==> src/lnka_pkg.sv <==
// constants and types shared by the information-transfer acknowledgment block
package lnka_pkg;
    localparam int SEQ_W = 7;
    localparam int CLK_NS = 10;
    localparam int TICK_NS = 1000;
    localparam int TICK_CYCLES = (TICK_NS + CLK_NS - 1) / CLK_NS;
    localparam int RDT_W = 16;
    localparam logic [3:0] ADDR_CFG = 4'h0;
    localparam logic [3:0] ADDR_RDT = 4'h4;
    localparam logic [3:0] ADDR_STAT = 4'h8;
    localparam int K_LSB = 0;
    localparam int K2_LSB = 8;
    localparam int K3_LSB = 16;
    localparam int ST_VS_LSB = 0;
    localparam int ST_VR_LSB = 8;
    localparam int ST_NR_LSB = 16;
    localparam int ST_WFULL_BIT = 24;
    localparam int ST_RDTRUN_BIT = 25;
    localparam int ST_BLOCK_BIT = 26;
    localparam logic [SEQ_W-1:0] K_RST = 7'h07;
    localparam logic [SEQ_W-1:0] K2_RST = 7'h04;
    localparam logic [SEQ_W-1:0] K3_RST = 7'h02;
    localparam logic [RDT_W-1:0] RDT_RST = 16'h0064;
    typedef enum logic [0:0] {
        LNKA_IDLE = 1'b0,
        LNKA_SEND = 1'b1
    } lnka_state_t;
endpackage

==> src/lnka_info_xfer.sv <==
// information transfer engine: numbered sends, window limits and receive acknowledgment
`timescale 1ns/1ns
`default_nettype none
module lnka_info_xfer #(
    parameter int SW = lnka_pkg::SEQ_W
) (
    input wire logic clk,
    input wire logic srst,
    input wire logic [3:0] regAddr,
    input wire logic [31:0] regWdata,
    input wire logic regWr,
    input wire logic regRd,
    output logic [31:0] regRdata,
    input wire logic txPending,
    output logic iStart,
    output logic [SW-1:0] iNs,
    output logic [SW-1:0] iNr,
    input wire logic iDone,
    output logic ackTimerStart,
    input wire logic ackTimerRunning,
    input wire logic localBusy,
    input wire logic remoteBusy,
    input wire logic frmrCond,
    input wire logic timerRecovery,
    input wire logic rxValid,
    input wire logic rxIsI,
    input wire logic rxIsS,
    input wire logic rxCmd,
    input wire logic rxPoll,
    input wire logic [SW-1:0] rxNs,
    input wire logic [SW-1:0] rxNr,
    output logic rxAccept,
    output logic sReq,
    input wire logic sAck,
    output logic sCmd,
    output logic sPf,
    output logic sRnr,
    output logic [SW-1:0] sNr,
    output logic sAppendOk,
    input wire logic concatOpp,
    output logic concatS
);
    function automatic logic [SW-1:0] modDiff(input logic [SW-1:0] a, input logic [SW-1:0] b);
        modDiff = a - b;
    endfunction

    lnka_pkg::lnka_state_t state_reg, state_next;
    logic [SW-1:0] vs_reg, vs_next, vr_reg, vr_next, nrLast_reg, nrLast_next;
    logic [SW-1:0] unack_reg, unack_next;
    logic [SW-1:0] k_reg, k_next, k2_reg, k2_next, k3_reg, k3_next;
    logic [lnka_pkg::RDT_W-1:0] rdt_reg, rdt_next;
    logic pollRsp_reg, pollRsp_next, k2Cmd_reg, k2Cmd_next;
    logic ackPend_reg, ackPend_next, expPend_reg, expPend_next;
    logic iStart_reg, iStart_next, ackStart_reg, ackStart_next;
    logic [SW-1:0] iNs_reg, iNs_next, iNr_reg, iNr_next;
    logic rxAcc_reg, rxAcc_next, concat_reg, concat_next;
    logic [31:0] rdata_reg, rdata_next;
    logic windowFull, iBlock, canSend, accept, rdtStart, rdtStop, rdtRun, rdtExp;
    logic [SW-1:0] unackInc;

    lnka_rdt_timer lnka_rdt_timer_inst (
        .clk(clk),
        .srst(srst),
        .start(rdtStart),
        .stop(rdtStop),
        .loadVal(rdt_reg),
        .running(rdtRun),
        .expired(rdtExp)
    );

    always_comb begin
        windowFull = (vs_reg == nrLast_reg + k_reg);
        iBlock = windowFull | frmrCond | timerRecovery | remoteBusy;
        canSend = txPending && !iBlock;
        accept = rxValid && rxIsI && !localBusy && (rxNs == vr_reg);
        unackInc = unack_reg + SW'(1);
        state_next = state_reg;
        vs_next = vs_reg;
        vr_next = vr_reg;
        nrLast_next = nrLast_reg;
        unack_next = unack_reg;
        pollRsp_next = pollRsp_reg;
        k2Cmd_next = k2Cmd_reg;
        ackPend_next = ackPend_reg;
        expPend_next = expPend_reg;
        iStart_next = 1'b0;
        ackStart_next = 1'b0;
        iNs_next = iNs_reg;
        iNr_next = iNr_reg;
        rxAcc_next = accept;
        concat_next = 1'b0;
        rdtStart = 1'b0;
        rdtStop = 1'b0;
        // acknowledgment sent as S PDU clears the pending work first, except a k2 poll behind a poll answer, so new events below win
        if (sAck && sReq) begin
            if (pollRsp_reg) begin
                pollRsp_next = 1'b0;
            end else begin
                k2Cmd_next = 1'b0;
            end
            ackPend_next = 1'b0;
            expPend_next = 1'b0;
            unack_next = '0;
        end
        case (state_reg)
            lnka_pkg::LNKA_IDLE: begin
                if (canSend) begin
                    iStart_next = 1'b1;
                    iNs_next = vs_reg;
                    iNr_next = accept ? vr_reg + SW'(1) : vr_reg;
                    ackStart_next = !ackTimerRunning;
                    rdtStop = rdtRun;
                    unack_next = '0;
                    ackPend_next = 1'b0;
                    expPend_next = 1'b0;
                    state_next = lnka_pkg::LNKA_SEND;
                end
            end
            lnka_pkg::LNKA_SEND: begin
                if (iDone) begin
                    vs_next = vs_reg + SW'(1);
                    if (modDiff(vs_reg + SW'(1), nrLast_reg) == k2_reg) begin
                        k2Cmd_next = 1'b1;
                    end
                    state_next = lnka_pkg::LNKA_IDLE;
                end
            end
            default: state_next = lnka_pkg::LNKA_IDLE;
        endcase
        if (rxValid && (rxIsI || rxIsS)) begin
            nrLast_next = rxNr;
        end
        if (rxValid && rxIsS && rxCmd && rxPoll) begin
            pollRsp_next = 1'b1;
        end
        if (accept) begin
            vr_next = vr_reg + SW'(1);
            if (!(state_reg == lnka_pkg::LNKA_IDLE && canSend)) begin
                if (rxCmd && rxPoll) begin
                    pollRsp_next = 1'b1;
                    rdtStop = 1'b1;
                end else if (unackInc >= k3_reg) begin
                    ackPend_next = 1'b1;
                    rdtStop = 1'b1;
                    unack_next = unackInc;
                end else begin
                    unack_next = unackInc;
                    rdtStart = !rdtRun;
                end
            end
        end
        if (concatOpp && rdtRun && !rdtStop) begin
            concat_next = 1'b1;
            rdtStop = 1'b1;
            unack_next = '0;
        end
        if (rdtExp) begin
            expPend_next = 1'b1;
        end
    end

    always_comb begin
        k_next = k_reg;
        k2_next = k2_reg;
        k3_next = k3_reg;
        rdt_next = rdt_reg;
        rdata_next = 32'h0000_0000;
        if (regWr && regAddr == lnka_pkg::ADDR_CFG) begin
            k_next = regWdata[lnka_pkg::K_LSB +: SW];
            k2_next = regWdata[lnka_pkg::K2_LSB +: SW];
            k3_next = regWdata[lnka_pkg::K3_LSB +: SW];
        end
        if (regWr && regAddr == lnka_pkg::ADDR_RDT) begin
            rdt_next = regWdata[lnka_pkg::RDT_W-1:0];
        end
        if (regRd) begin
            case (regAddr)
                lnka_pkg::ADDR_CFG: begin
                    rdata_next[lnka_pkg::K_LSB +: SW] = k_reg;
                    rdata_next[lnka_pkg::K2_LSB +: SW] = k2_reg;
                    rdata_next[lnka_pkg::K3_LSB +: SW] = k3_reg;
                end
                lnka_pkg::ADDR_RDT: rdata_next[lnka_pkg::RDT_W-1:0] = rdt_reg;
                lnka_pkg::ADDR_STAT: begin
                    rdata_next[lnka_pkg::ST_VS_LSB +: SW] = vs_reg;
                    rdata_next[lnka_pkg::ST_VR_LSB +: SW] = vr_reg;
                    rdata_next[lnka_pkg::ST_NR_LSB +: SW] = nrLast_reg;
                    rdata_next[lnka_pkg::ST_WFULL_BIT] = windowFull;
                    rdata_next[lnka_pkg::ST_RDTRUN_BIT] = rdtRun;
                    rdata_next[lnka_pkg::ST_BLOCK_BIT] = iBlock;
                end
                default: rdata_next = 32'h0000_0000;
            endcase
        end
    end

    always_ff @(posedge clk) begin
        if (srst) begin
            state_reg <= lnka_pkg::LNKA_IDLE;
            vs_reg <= '0;
            vr_reg <= '0;
            nrLast_reg <= '0;
            unack_reg <= '0;
            pollRsp_reg <= 1'b0;
            k2Cmd_reg <= 1'b0;
            ackPend_reg <= 1'b0;
            expPend_reg <= 1'b0;
            iStart_reg <= 1'b0;
            ackStart_reg <= 1'b0;
            iNs_reg <= '0;
            iNr_reg <= '0;
            rxAcc_reg <= 1'b0;
            concat_reg <= 1'b0;
            k_reg <= lnka_pkg::K_RST;
            k2_reg <= lnka_pkg::K2_RST;
            k3_reg <= lnka_pkg::K3_RST;
            rdt_reg <= lnka_pkg::RDT_RST;
            rdata_reg <= 32'h0000_0000;
        end else begin
            state_reg <= state_next;
            vs_reg <= vs_next;
            vr_reg <= vr_next;
            nrLast_reg <= nrLast_next;
            unack_reg <= unack_next;
            pollRsp_reg <= pollRsp_next;
            k2Cmd_reg <= k2Cmd_next;
            ackPend_reg <= ackPend_next;
            expPend_reg <= expPend_next;
            iStart_reg <= iStart_next;
            ackStart_reg <= ackStart_next;
            iNs_reg <= iNs_next;
            iNr_reg <= iNr_next;
            rxAcc_reg <= rxAcc_next;
            concat_reg <= concat_next;
            k_reg <= k_next;
            k2_reg <= k2_next;
            k3_reg <= k3_next;
            rdt_reg <= rdt_next;
            rdata_reg <= rdata_next;
        end
    end

    assign regRdata = rdata_reg;
    assign iStart = iStart_reg;
    assign iNs = iNs_reg;
    assign iNr = iNr_reg;
    assign ackTimerStart = ackStart_reg;
    assign rxAccept = rxAcc_reg;
    assign concatS = concat_reg;
    // a poll answer goes before the k2 poll command
    assign sReq = pollRsp_reg | k2Cmd_reg | ackPend_reg | expPend_reg;
    assign sPf = pollRsp_reg | k2Cmd_reg;
    assign sCmd = !pollRsp_reg && k2Cmd_reg;
    assign sRnr = localBusy && !pollRsp_reg;
    assign sNr = vr_reg;
    assign sAppendOk = expPend_reg && !pollRsp_reg && !k2Cmd_reg;

    property p_ifields;
        @(posedge clk) disable iff (srst) iStart |-> (iNs == vs_reg) && (state_reg == lnka_pkg::LNKA_SEND);
    endproperty
    a_ifields: assert property (p_ifields) else $error("I PDU N(S) differs from V(S)");
    property p_vsinc;
        @(posedge clk) disable iff (srst) (state_reg == lnka_pkg::LNKA_SEND && iDone) |=> vs_reg == $past(vs_reg) + SW'(1);
    endproperty
    a_vsinc: assert property (p_vsinc) else $error("V(S) not advanced after send");
    property p_ackstart;
        @(posedge clk) disable iff (srst) iStart |-> ackTimerStart == !$past(ackTimerRunning);
    endproperty
    a_ackstart: assert property (p_ackstart) else $error("ack timer start wrong");
    property p_window;
        @(posedge clk) disable iff (srst) iStart |-> !$past(windowFull) && !$past(remoteBusy);
    endproperty
    a_window: assert property (p_window) else $error("I PDU sent with window full");
    property p_frmr;
        @(posedge clk) disable iff (srst) iStart |-> !$past(frmrCond);
    endproperty
    a_frmr: assert property (p_frmr) else $error("I PDU sent in FRMR");
    property p_recov;
        @(posedge clk) disable iff (srst) iStart |-> !$past(timerRecovery);
    endproperty
    a_recov: assert property (p_recov) else $error("I PDU sent in timer recovery");
    property p_accept;
        @(posedge clk) disable iff (srst) accept |=> vr_reg == $past(vr_reg) + SW'(1) && rxAccept;
    endproperty
    a_accept: assert property (p_accept) else $error("V(R) not advanced on accept");
    property p_k2;
        @(posedge clk) disable iff (srst)
            (state_reg == lnka_pkg::LNKA_SEND && iDone && modDiff(vs_reg + SW'(1), nrLast_reg) == k2_reg)
            |=> sReq && sPf;
    endproperty
    a_k2: assert property (p_k2) else $error("k2 poll command missing");
    property p_concat;
        @(posedge clk) disable iff (srst)
            (concatOpp && rdtRun && !accept && !(state_reg == lnka_pkg::LNKA_IDLE && canSend))
            |=> concatS && !rdtRun;
    endproperty
    a_concat: assert property (p_concat) else $error("concatenated ack missing");
    property p_rdtstart;
        @(posedge clk) disable iff (srst) (rdtStart && !rdtStop) |=> rdtRun;
    endproperty
    a_rdtstart: assert property (p_rdtstart) else $error("delay timer did not start");
endmodule
`default_nettype wire

==> src/lnka_rdt_timer.sv <==
// response delay timer with its own microsecond tick divider
`timescale 1ns/1ns
`default_nettype none
module lnka_rdt_timer #(
    parameter int W = lnka_pkg::RDT_W,
    parameter int TICKS = lnka_pkg::TICK_CYCLES
) (
    input wire logic clk,
    input wire logic srst,
    input wire logic start,
    input wire logic stop,
    input wire logic [W-1:0] loadVal,
    output logic running,
    output logic expired
);
    logic [15:0] div_reg, div_next;
    logic [W-1:0] cnt_reg, cnt_next;
    logic run_reg, run_next;
    logic exp_reg, exp_next;
    logic tick;

    always_comb begin
        tick = (div_reg == 16'(TICKS - 1));
        div_next = tick ? 16'h0000 : div_reg + 16'h0001;
        cnt_next = cnt_reg;
        run_next = run_reg;
        exp_next = 1'b0;
        if (stop) begin
            run_next = 1'b0;
        end else if (start && !run_reg) begin
            run_next = 1'b1;
            cnt_next = (loadVal == '0) ? W'(1) : loadVal;
            div_next = 16'h0000;
        end else if (run_reg && tick) begin
            if (cnt_reg <= W'(1)) begin
                run_next = 1'b0;
                exp_next = 1'b1;
            end else begin
                cnt_next = cnt_reg - W'(1);
            end
        end
    end

    always_ff @(posedge clk) begin
        if (srst) begin
            div_reg <= 16'h0000;
            cnt_reg <= '0;
            run_reg <= 1'b0;
            exp_reg <= 1'b0;
        end else begin
            div_reg <= div_next;
            cnt_reg <= cnt_next;
            run_reg <= run_next;
            exp_reg <= exp_next;
        end
    end

    assign running = run_reg;
    assign expired = exp_reg;
endmodule
`default_nettype wire

==> config.mk <==
export PLATFORM = sky130hd
export DESIGN_NAME = lnka_info_xfer
export DESIGN_NICKNAME = d
export VERILOG_FILES = /design/src/lnka_pkg.sv /design/src/lnka_info_xfer.sv /design/src/lnka_rdt_timer.sv
export SDC_FILE = /design/constraint.sdc
export NUM_CORES = 1
export LEC_CHECK = 0
export BUFFER_PORTS_ARGS = -buffer_cell sky130_fd_sc_hd__buf_4
export CAP_MARGIN = 15
export CORE_ASPECT_RATIO = 1.5
export CORE_MARGIN = 2
export CORE_UTILIZATION = 56
export CTS_CLUSTER_SIZE = 12
export DETAILED_ROUTE_END_ITERATION = 12
export PLACE_DENSITY = 0.82
export SYNTH_ARGS = -nofsm -noshare
export SYNTH_HDL_FRONTEND = slang
export SYNTH_SLANG_ARGS = --single-unit
==> constraint.sdc <==
create_clock -name clk -period 3.3 [get_ports clk]
set_input_delay 0.66 -clock clk [delete_from_list [all_inputs] [get_ports clk]]
set_output_delay 0.66 -clock clk [all_outputs]
set_load 0.01 [all_outputs]
; Yosys cells after proc, flatten, opt, wreduce, memory -nomap -nowiden
; Index checks and enable logic that the tools add are counted.
; W data, S select, Z words.
[totals]
elab_cells = 158
regBits = 154
[classes]
eq_ne = 7
mux = 57
order_cmp = 2
n_addsub = 7
bitwise_logic = 13
reduce_logical = 45
[op_table]
columns = op, count
row1 = $mux W16, 7
row2 = $mux W7, 7
row3 = $pmux W7 S3, 2
row4 = $mux W1, 39
row5 = $add A7 B1 Y7 const B, 3
row6 = $eq A7 B7 Y1, 3
row7 = $logic_and A1 B1 Y1, 21
row8 = $add A16 B1 Y16 const B, 1
row9 = $eq A16 B7 Y1 const B, 1
row10 = $le A16 B1 Y1 const B, 1
row11 = $logic_not A16 Y1, 1
row12 = $sub A16 B1 Y16 const B, 1
row13 = $pmux W7 S2, 1
row14 = $reduce_or A3 Y1, 3
row15 = $reduce_or A2 Y1, 4
row16 = $add A7 B7 Y7, 1
row17 = $ge A7 B7 Y1, 1
row18 = $logic_not A1 Y1, 7
row19 = $not A1 Y1, 7
row20 = $sub A7 B7 Y7, 1
row21 = $or A1 B1 Y1, 6
row22 = $reduce_and A2 Y1, 3
row23 = $eq A4 B3 Y1 const B, 1
row24 = $eq A4 B4 Y1 const B, 1
row25 = other kinds (7), 8

; Longest topological paths before layout
[depth]
depth_word = 18
mapped_depth = 13
ltp_nobuf = 12

; Hierarchy
; From an unflattened synthesis, not the netlist that was laid out.
[unflattened]
cells_unflattened = 840
hier_area_um2 = 7419.6
[by_module_without_submodules]
columns = mod, instances, seq_area_each_um2, area_per_inst_um2, cells_each
row1 = lnka_info_xfer, 1, 2282.2, 5431.5, 615
row2 = lnka_rdt_timer, 1, 680.7, 1988.2, 225

; Worst setup path after synthesis
; OpenSTA, ideal clock, no wires.
[synth_timing]
path_kind = flip-flop to flip-flop
from = register unack_reg[0]
to = register lnka_rdt_timer_inst.cnt_reg[15]
setup_slack_ns = 0.448
t_arrival_ns = 2.719
path_buffers = 1
synth_period_minus_slack_ns = 2.852
stages_incl_launch_ff = 13
required_ns = 3.168
setup_ns = 0.132
path_cell_list = dfxtp_1 -> ha_1 -> nand3_1 -> nor2_1 -> xor2_1 -> ha_1 -> or2_2 -> and2_1 -> nor4_4 -> clkbuf_1 -> a21oi_1 -> o41ai_1 -> a21oi_1
[synth_via]
elab_chain_cells = 11
word_cells_on_any_way = 19
classes_between = 1 x add/sub / 1 x order compare / 1 x eq/ne / 10 x mux / 1 x bitwise / 5 x reduce/logical
[synth_lines]
columns = element, line_no
row1 = start: declaration, lnka_info_xfer.sv:49  ; logic [SW-1:0] unack_reg, unack_next;
row2 = start signal: assignment, lnka_info_xfer.sv:224  ; unack_reg <= unack_next;
row3 = $add A7 B1 Y7 *, lnka_info_xfer.sv:76  ; unackInc = unack_reg + SW'(1);
row4 = $ge A7 B7 Y1 *, lnka_info_xfer.sv:142  ; end else if (unackInc >= k3_reg) begin
row5 = $mux W1, lnka_info_xfer.sv:142
row6 = $mux W1, lnka_info_xfer.sv:139  ; if (rxCmd && rxPoll) begin
row7 = $mux W1, lnka_info_xfer.sv:138  ; if (!(state_reg == lnka_pkg::LNKA_IDLE && canSend)) begin
row8 = $mux W1, lnka_info_xfer.sv:136  ; if (accept) begin
row9 = $logic_not A1 Y1, lnka_info_xfer.sv:152  ; if (concatOpp && rdtRun && !rdtStop) begin
row10 = $logic_and A1 B1 Y1, lnka_info_xfer.sv:152
row11 = $mux W1, lnka_info_xfer.sv:152
row12 = $not A1 Y1 (no source line), n/a
row13 = $reduce_and A3 Y1 (no source line), n/a
row14 = end signal: assignment, lnka_rdt_timer.sv:52  ; cnt_reg <= cnt_next;
row15 = end: declaration, lnka_rdt_timer.sv:17  ; logic [W-1:0] cnt_reg, cnt_next;
; Mark *: on every way between the ends. The rest lies on a longest branch, timed or not.
; A chain may end at the register's enable or synchronous reset.

; Final worst setup path
[layout_timing]
from = register unack_reg[2]
to = register lnka_rdt_timer_inst.cnt_reg[1]
; The elaborated chain is that of the path after synthesis.

==> metrics <==
Yosys top cell area share=40.6%; nets@finish=1094; Seq/Total Area, Yosys=slightly above 40%; pin count of the biggest net entering global routing=76; Critical Path Fanout Max=6; Die Wd=between 90 and 100 um; startpoint types=flop; relative slew slack=between 40% and 50%; Cell Count, Final, Fillers Out=1171; hold_buf cts=0; ys async rst share=0%; crit path capture type=flop; Max Slew Vio Count=0; top_reg_cell synth=dfxtp_1; max reg flops=26; Synth area leader=dfxtp_1; Power Density=roughly 450 mW/mm2; HPWL after detailed placement=~15000 um; number of antenna violations at the first check in global routing=0; CTS tree=yes; VDD IR max=about 0.38 mV; Syn Area/Cell=just over 8 um2; switching share of power=between 20% and 30%; Comb pwr share=under 10%; maximum operating frequency=approximately 0.32 GHz; initial DRC count=434; TritonRoute pass-1 iters=6; synth unique cells=between 60 and 70; vias in the first global route=approximately 6600; filler instances=slightly above 1000; RePlAce Congestion=slightly above 0.9; Initial Util=56.8%; Layout Skew=approximately 0.011 ns; Fin. Hold Viols=0; vias=slightly below 7000; worst setup path endpoint=lnka_rdt_timer_inst.cnt_reg[1]$_SDFFE_PP0P_; WL/cell=roughly 18 um; Longest Clk Path Bufs=2; RSZ-0062 raised after global routing=true; Cells after Synth=between 800 and 900; clk root buf=clkbuf_16; core area=~0.013 mm2; Final Critical Period=between 3 and 4 ns; share of power burned in the clock network=approximately 48%; H-tree lvl count=4; layout cells sized above 1=approximately 20%; Clock Pin Slew Worst Setup and Hold Paths=0.07 ns; synth cell count leaders=148 x dfxtp_1, 143 x nand2_1, 95 x a21oi_1; Least-Margin Pin Slew=0.870 ns; critical path class=reg2reg; DRC violations left=0; post-route ant nets=0; Cell Rows=51; top-count cell post-synth=dfxtp_1; R2R cell count=14; Hold WC Path Type=in2reg; Die H=144 um; clk_lat worst skew=0.42 ns; Crit. Startpoint=unack_reg[2]$_SDFF_PP0_; status=completed; Remaining Overflow, GRT=0; port buffer count=114; Die Area=~0.014 mm2; sw power=0.00102 W; Max-Cap Viols=0; total internal power=about 0.0030 W; # IOs=between 100 and 150; final setup vio count=0; Seq pwr share=45.3%; Core Util, Final=a little over two thirds; EDFF count, synth=0; Pleak=3.61 nW; CTS Sinks=148; worst endpoint required time=between 3 and 4 ns; reg2reg end=lnka_rdt_timer_inst.cnt_reg[1]$_SDFFE_PP0P_; GRT Resource Usage Total=29.5%; Ys Warns=0; crit share post-route=roughly 95%; mapped cell area=approximately 0.0073 mm2; synth top area cells=dfxtp_1 41%, nand2_1 7.4%, a21oi_1 6.5%; R2R setup slack=0.16 ns; TritonCTS buffer count=17; Ant. Diodes=0; first-pass GRT wire length=between 30000 and 40000 um; Yosys reg bits=about 150; Critical R2R Launch=unack_reg[2]$_SDFF_PP0_; vias per cell=5.89; Area Growth Syn to Fin=23.2%; DP Cell Count=1137; Routed WL=around 21000 um; WP data arrival=3.41 ns
[per-stage QoR]
step	total power (W)	TNS [ns]	worst slack (ns)	cell area [um2]	hold slack [ns]
after floorplan	0.00202	0	0.448	7310	0.413
after global placement	0.00213	0	0.161	8340	0.443
after detailed placement	0.00214	0	0.0768	8340	0.453
after CTS	0.00404	0	0.0123	8930	0.384
after global routing	0.00414	-0.00141	-0.00141	8980	0.382
final	0.00403	0	0.163	8980	0.390
[worst max-delay path: stages, from the launching register on]
cell and delay, ns:
dfxtp_1 0.39, nand3_1 0.13, nor2_1 0.16, xor2_1 0.23, ha_1 0.29, a211oi_1 0.21, o21ai_0 0.16, buf_4 0.18
and2_1 0.25, o21ai_2 0.21, buf_4 0.17, o2111a_2 0.27, buf_4 0.16, nand2b_1 0.10, a21oi_1 0.06
[how the worst min path moves through the flow]
stage                                                      startpoint                                     endpoint  slack [ns]  depth (start not counted)
after global routing                                  ackTimerRunning                     ackTimerStart$_SDFF_PP0_        0.38                          2
after detailed placement  lnka_rdt_timer_inst.cnt_reg[3]$_SDFFE_PP0P_  lnka_rdt_timer_inst.cnt_reg[3]$_SDFFE_PP0P_        0.45                          2
after global placement      lnka_rdt_timer_inst.div_reg[0]$_SDFF_PP0_    lnka_rdt_timer_inst.div_reg[0]$_SDFF_PP0_        0.44                          1
final                                                 ackTimerRunning                     ackTimerStart$_SDFF_PP0_        0.39                          2
after floorplan                lnka_rdt_timer_inst.expired$_SDFF_PP0_                       expPend_reg$_SDFF_PP0_        0.41                          2
after CTS                                             ackTimerRunning                     ackTimerStart$_SDFF_PP0_        0.38                          2
[power by group through the flow]
stage | logic [W] | registers (W) | clock network (W)
detailed placement | 0.000273 | 0.00187 | 0
global placement | 0.000267 | 0.00186 | 0
finish | 0.000282 | 0.00183 | 0.00192
CTS | 0.000277 | 0.00183 | 0.00194
floorplan | 0.000162 | 0.00186 | 0
global route | 0.000305 | 0.00183 | 0.00201
[cells in the final DEF, fill, tap and decap left out, drive strengths merged, types with 4 or more instances in the layout]
| cell | instances |
|---|---|
| dfxtp | 148 |
| nand2 | 143 |
| buf | 143 |
| a21oi | 96 |
| nor2 | 78 |
| inv | 40 |
| nand3 | 35 |
| xor2 | 33 |
| xnor2 | 30 |
| o21ai | 29 |
| ha | 25 |
| and3 | 19 |
| a22oi | 17 |
| clkbuf | 17 |
| nor3 | 14 |
| a211oi | 12 |
| mux2i | 11 |
| and2 | 10 |
| nor4 | 10 |
| o41ai | 8 |
| a21o | 7 |
| a31oi | 7 |
| nor2b | 6 |
| nand4 | 6 |
| nand3b | 6 |
| conb | 6 |
| a2111oi | 5 |
| or3 | 4 |
| nand2b | 4 |
[kinds of logic (layout without fill, tap and decap cells)]
family                   count (synthesis)  in the layout  share of synthesized area (%)
AND/OR/NAND/NOR                        348            348                           22.6
buffers and inverters                   80            204                           4.84
other                                    1              6                         0.0514
adder cells (fa/ha/maj)                 27             27                           4.84
flip-flops                             148            148                           40.6
XOR/XNOR                                63             63                           7.67
AO/OA/AOI/OAI                          202            202                           17.4
multiplexers                            14             14                           1.97
[cell type report]
cell class | instances | area (um2) | area share [%]
Multi-Input combinational cell | 660 | 4040 | 45.0
Inverter | 29 | 109 | 1.21
Clock inverter | 15 | 156 | 1.74
Tap cell | 159 | 199 | 2.22
Sequential cell | 148 | 2970 | 33.0
Timing Repair Buffer | 143 | 1080 | 12.0
Clock buffer | 17 | 425 | 4.74
[timing repair]
action                                  in CTS  in global routing
gates resized for setup                      1                 11
setup buffers                                2                  0
endpoints found under the setup margin       9                 38
pin swaps                                    1                  2
[layer usage]
layer / up-vias / track usage, % / part of all wire, %
met5: - / 0 / 0
met4: 0 / 17.0 / 5.7
met3: 78 / 5.40 / 5.5
met2: 275 / 54.8 / 53
met1: 3249 / 31.2 / 36
li1: 3298 / - / -
No activity file was read; power rests on OpenSTA's default activity.
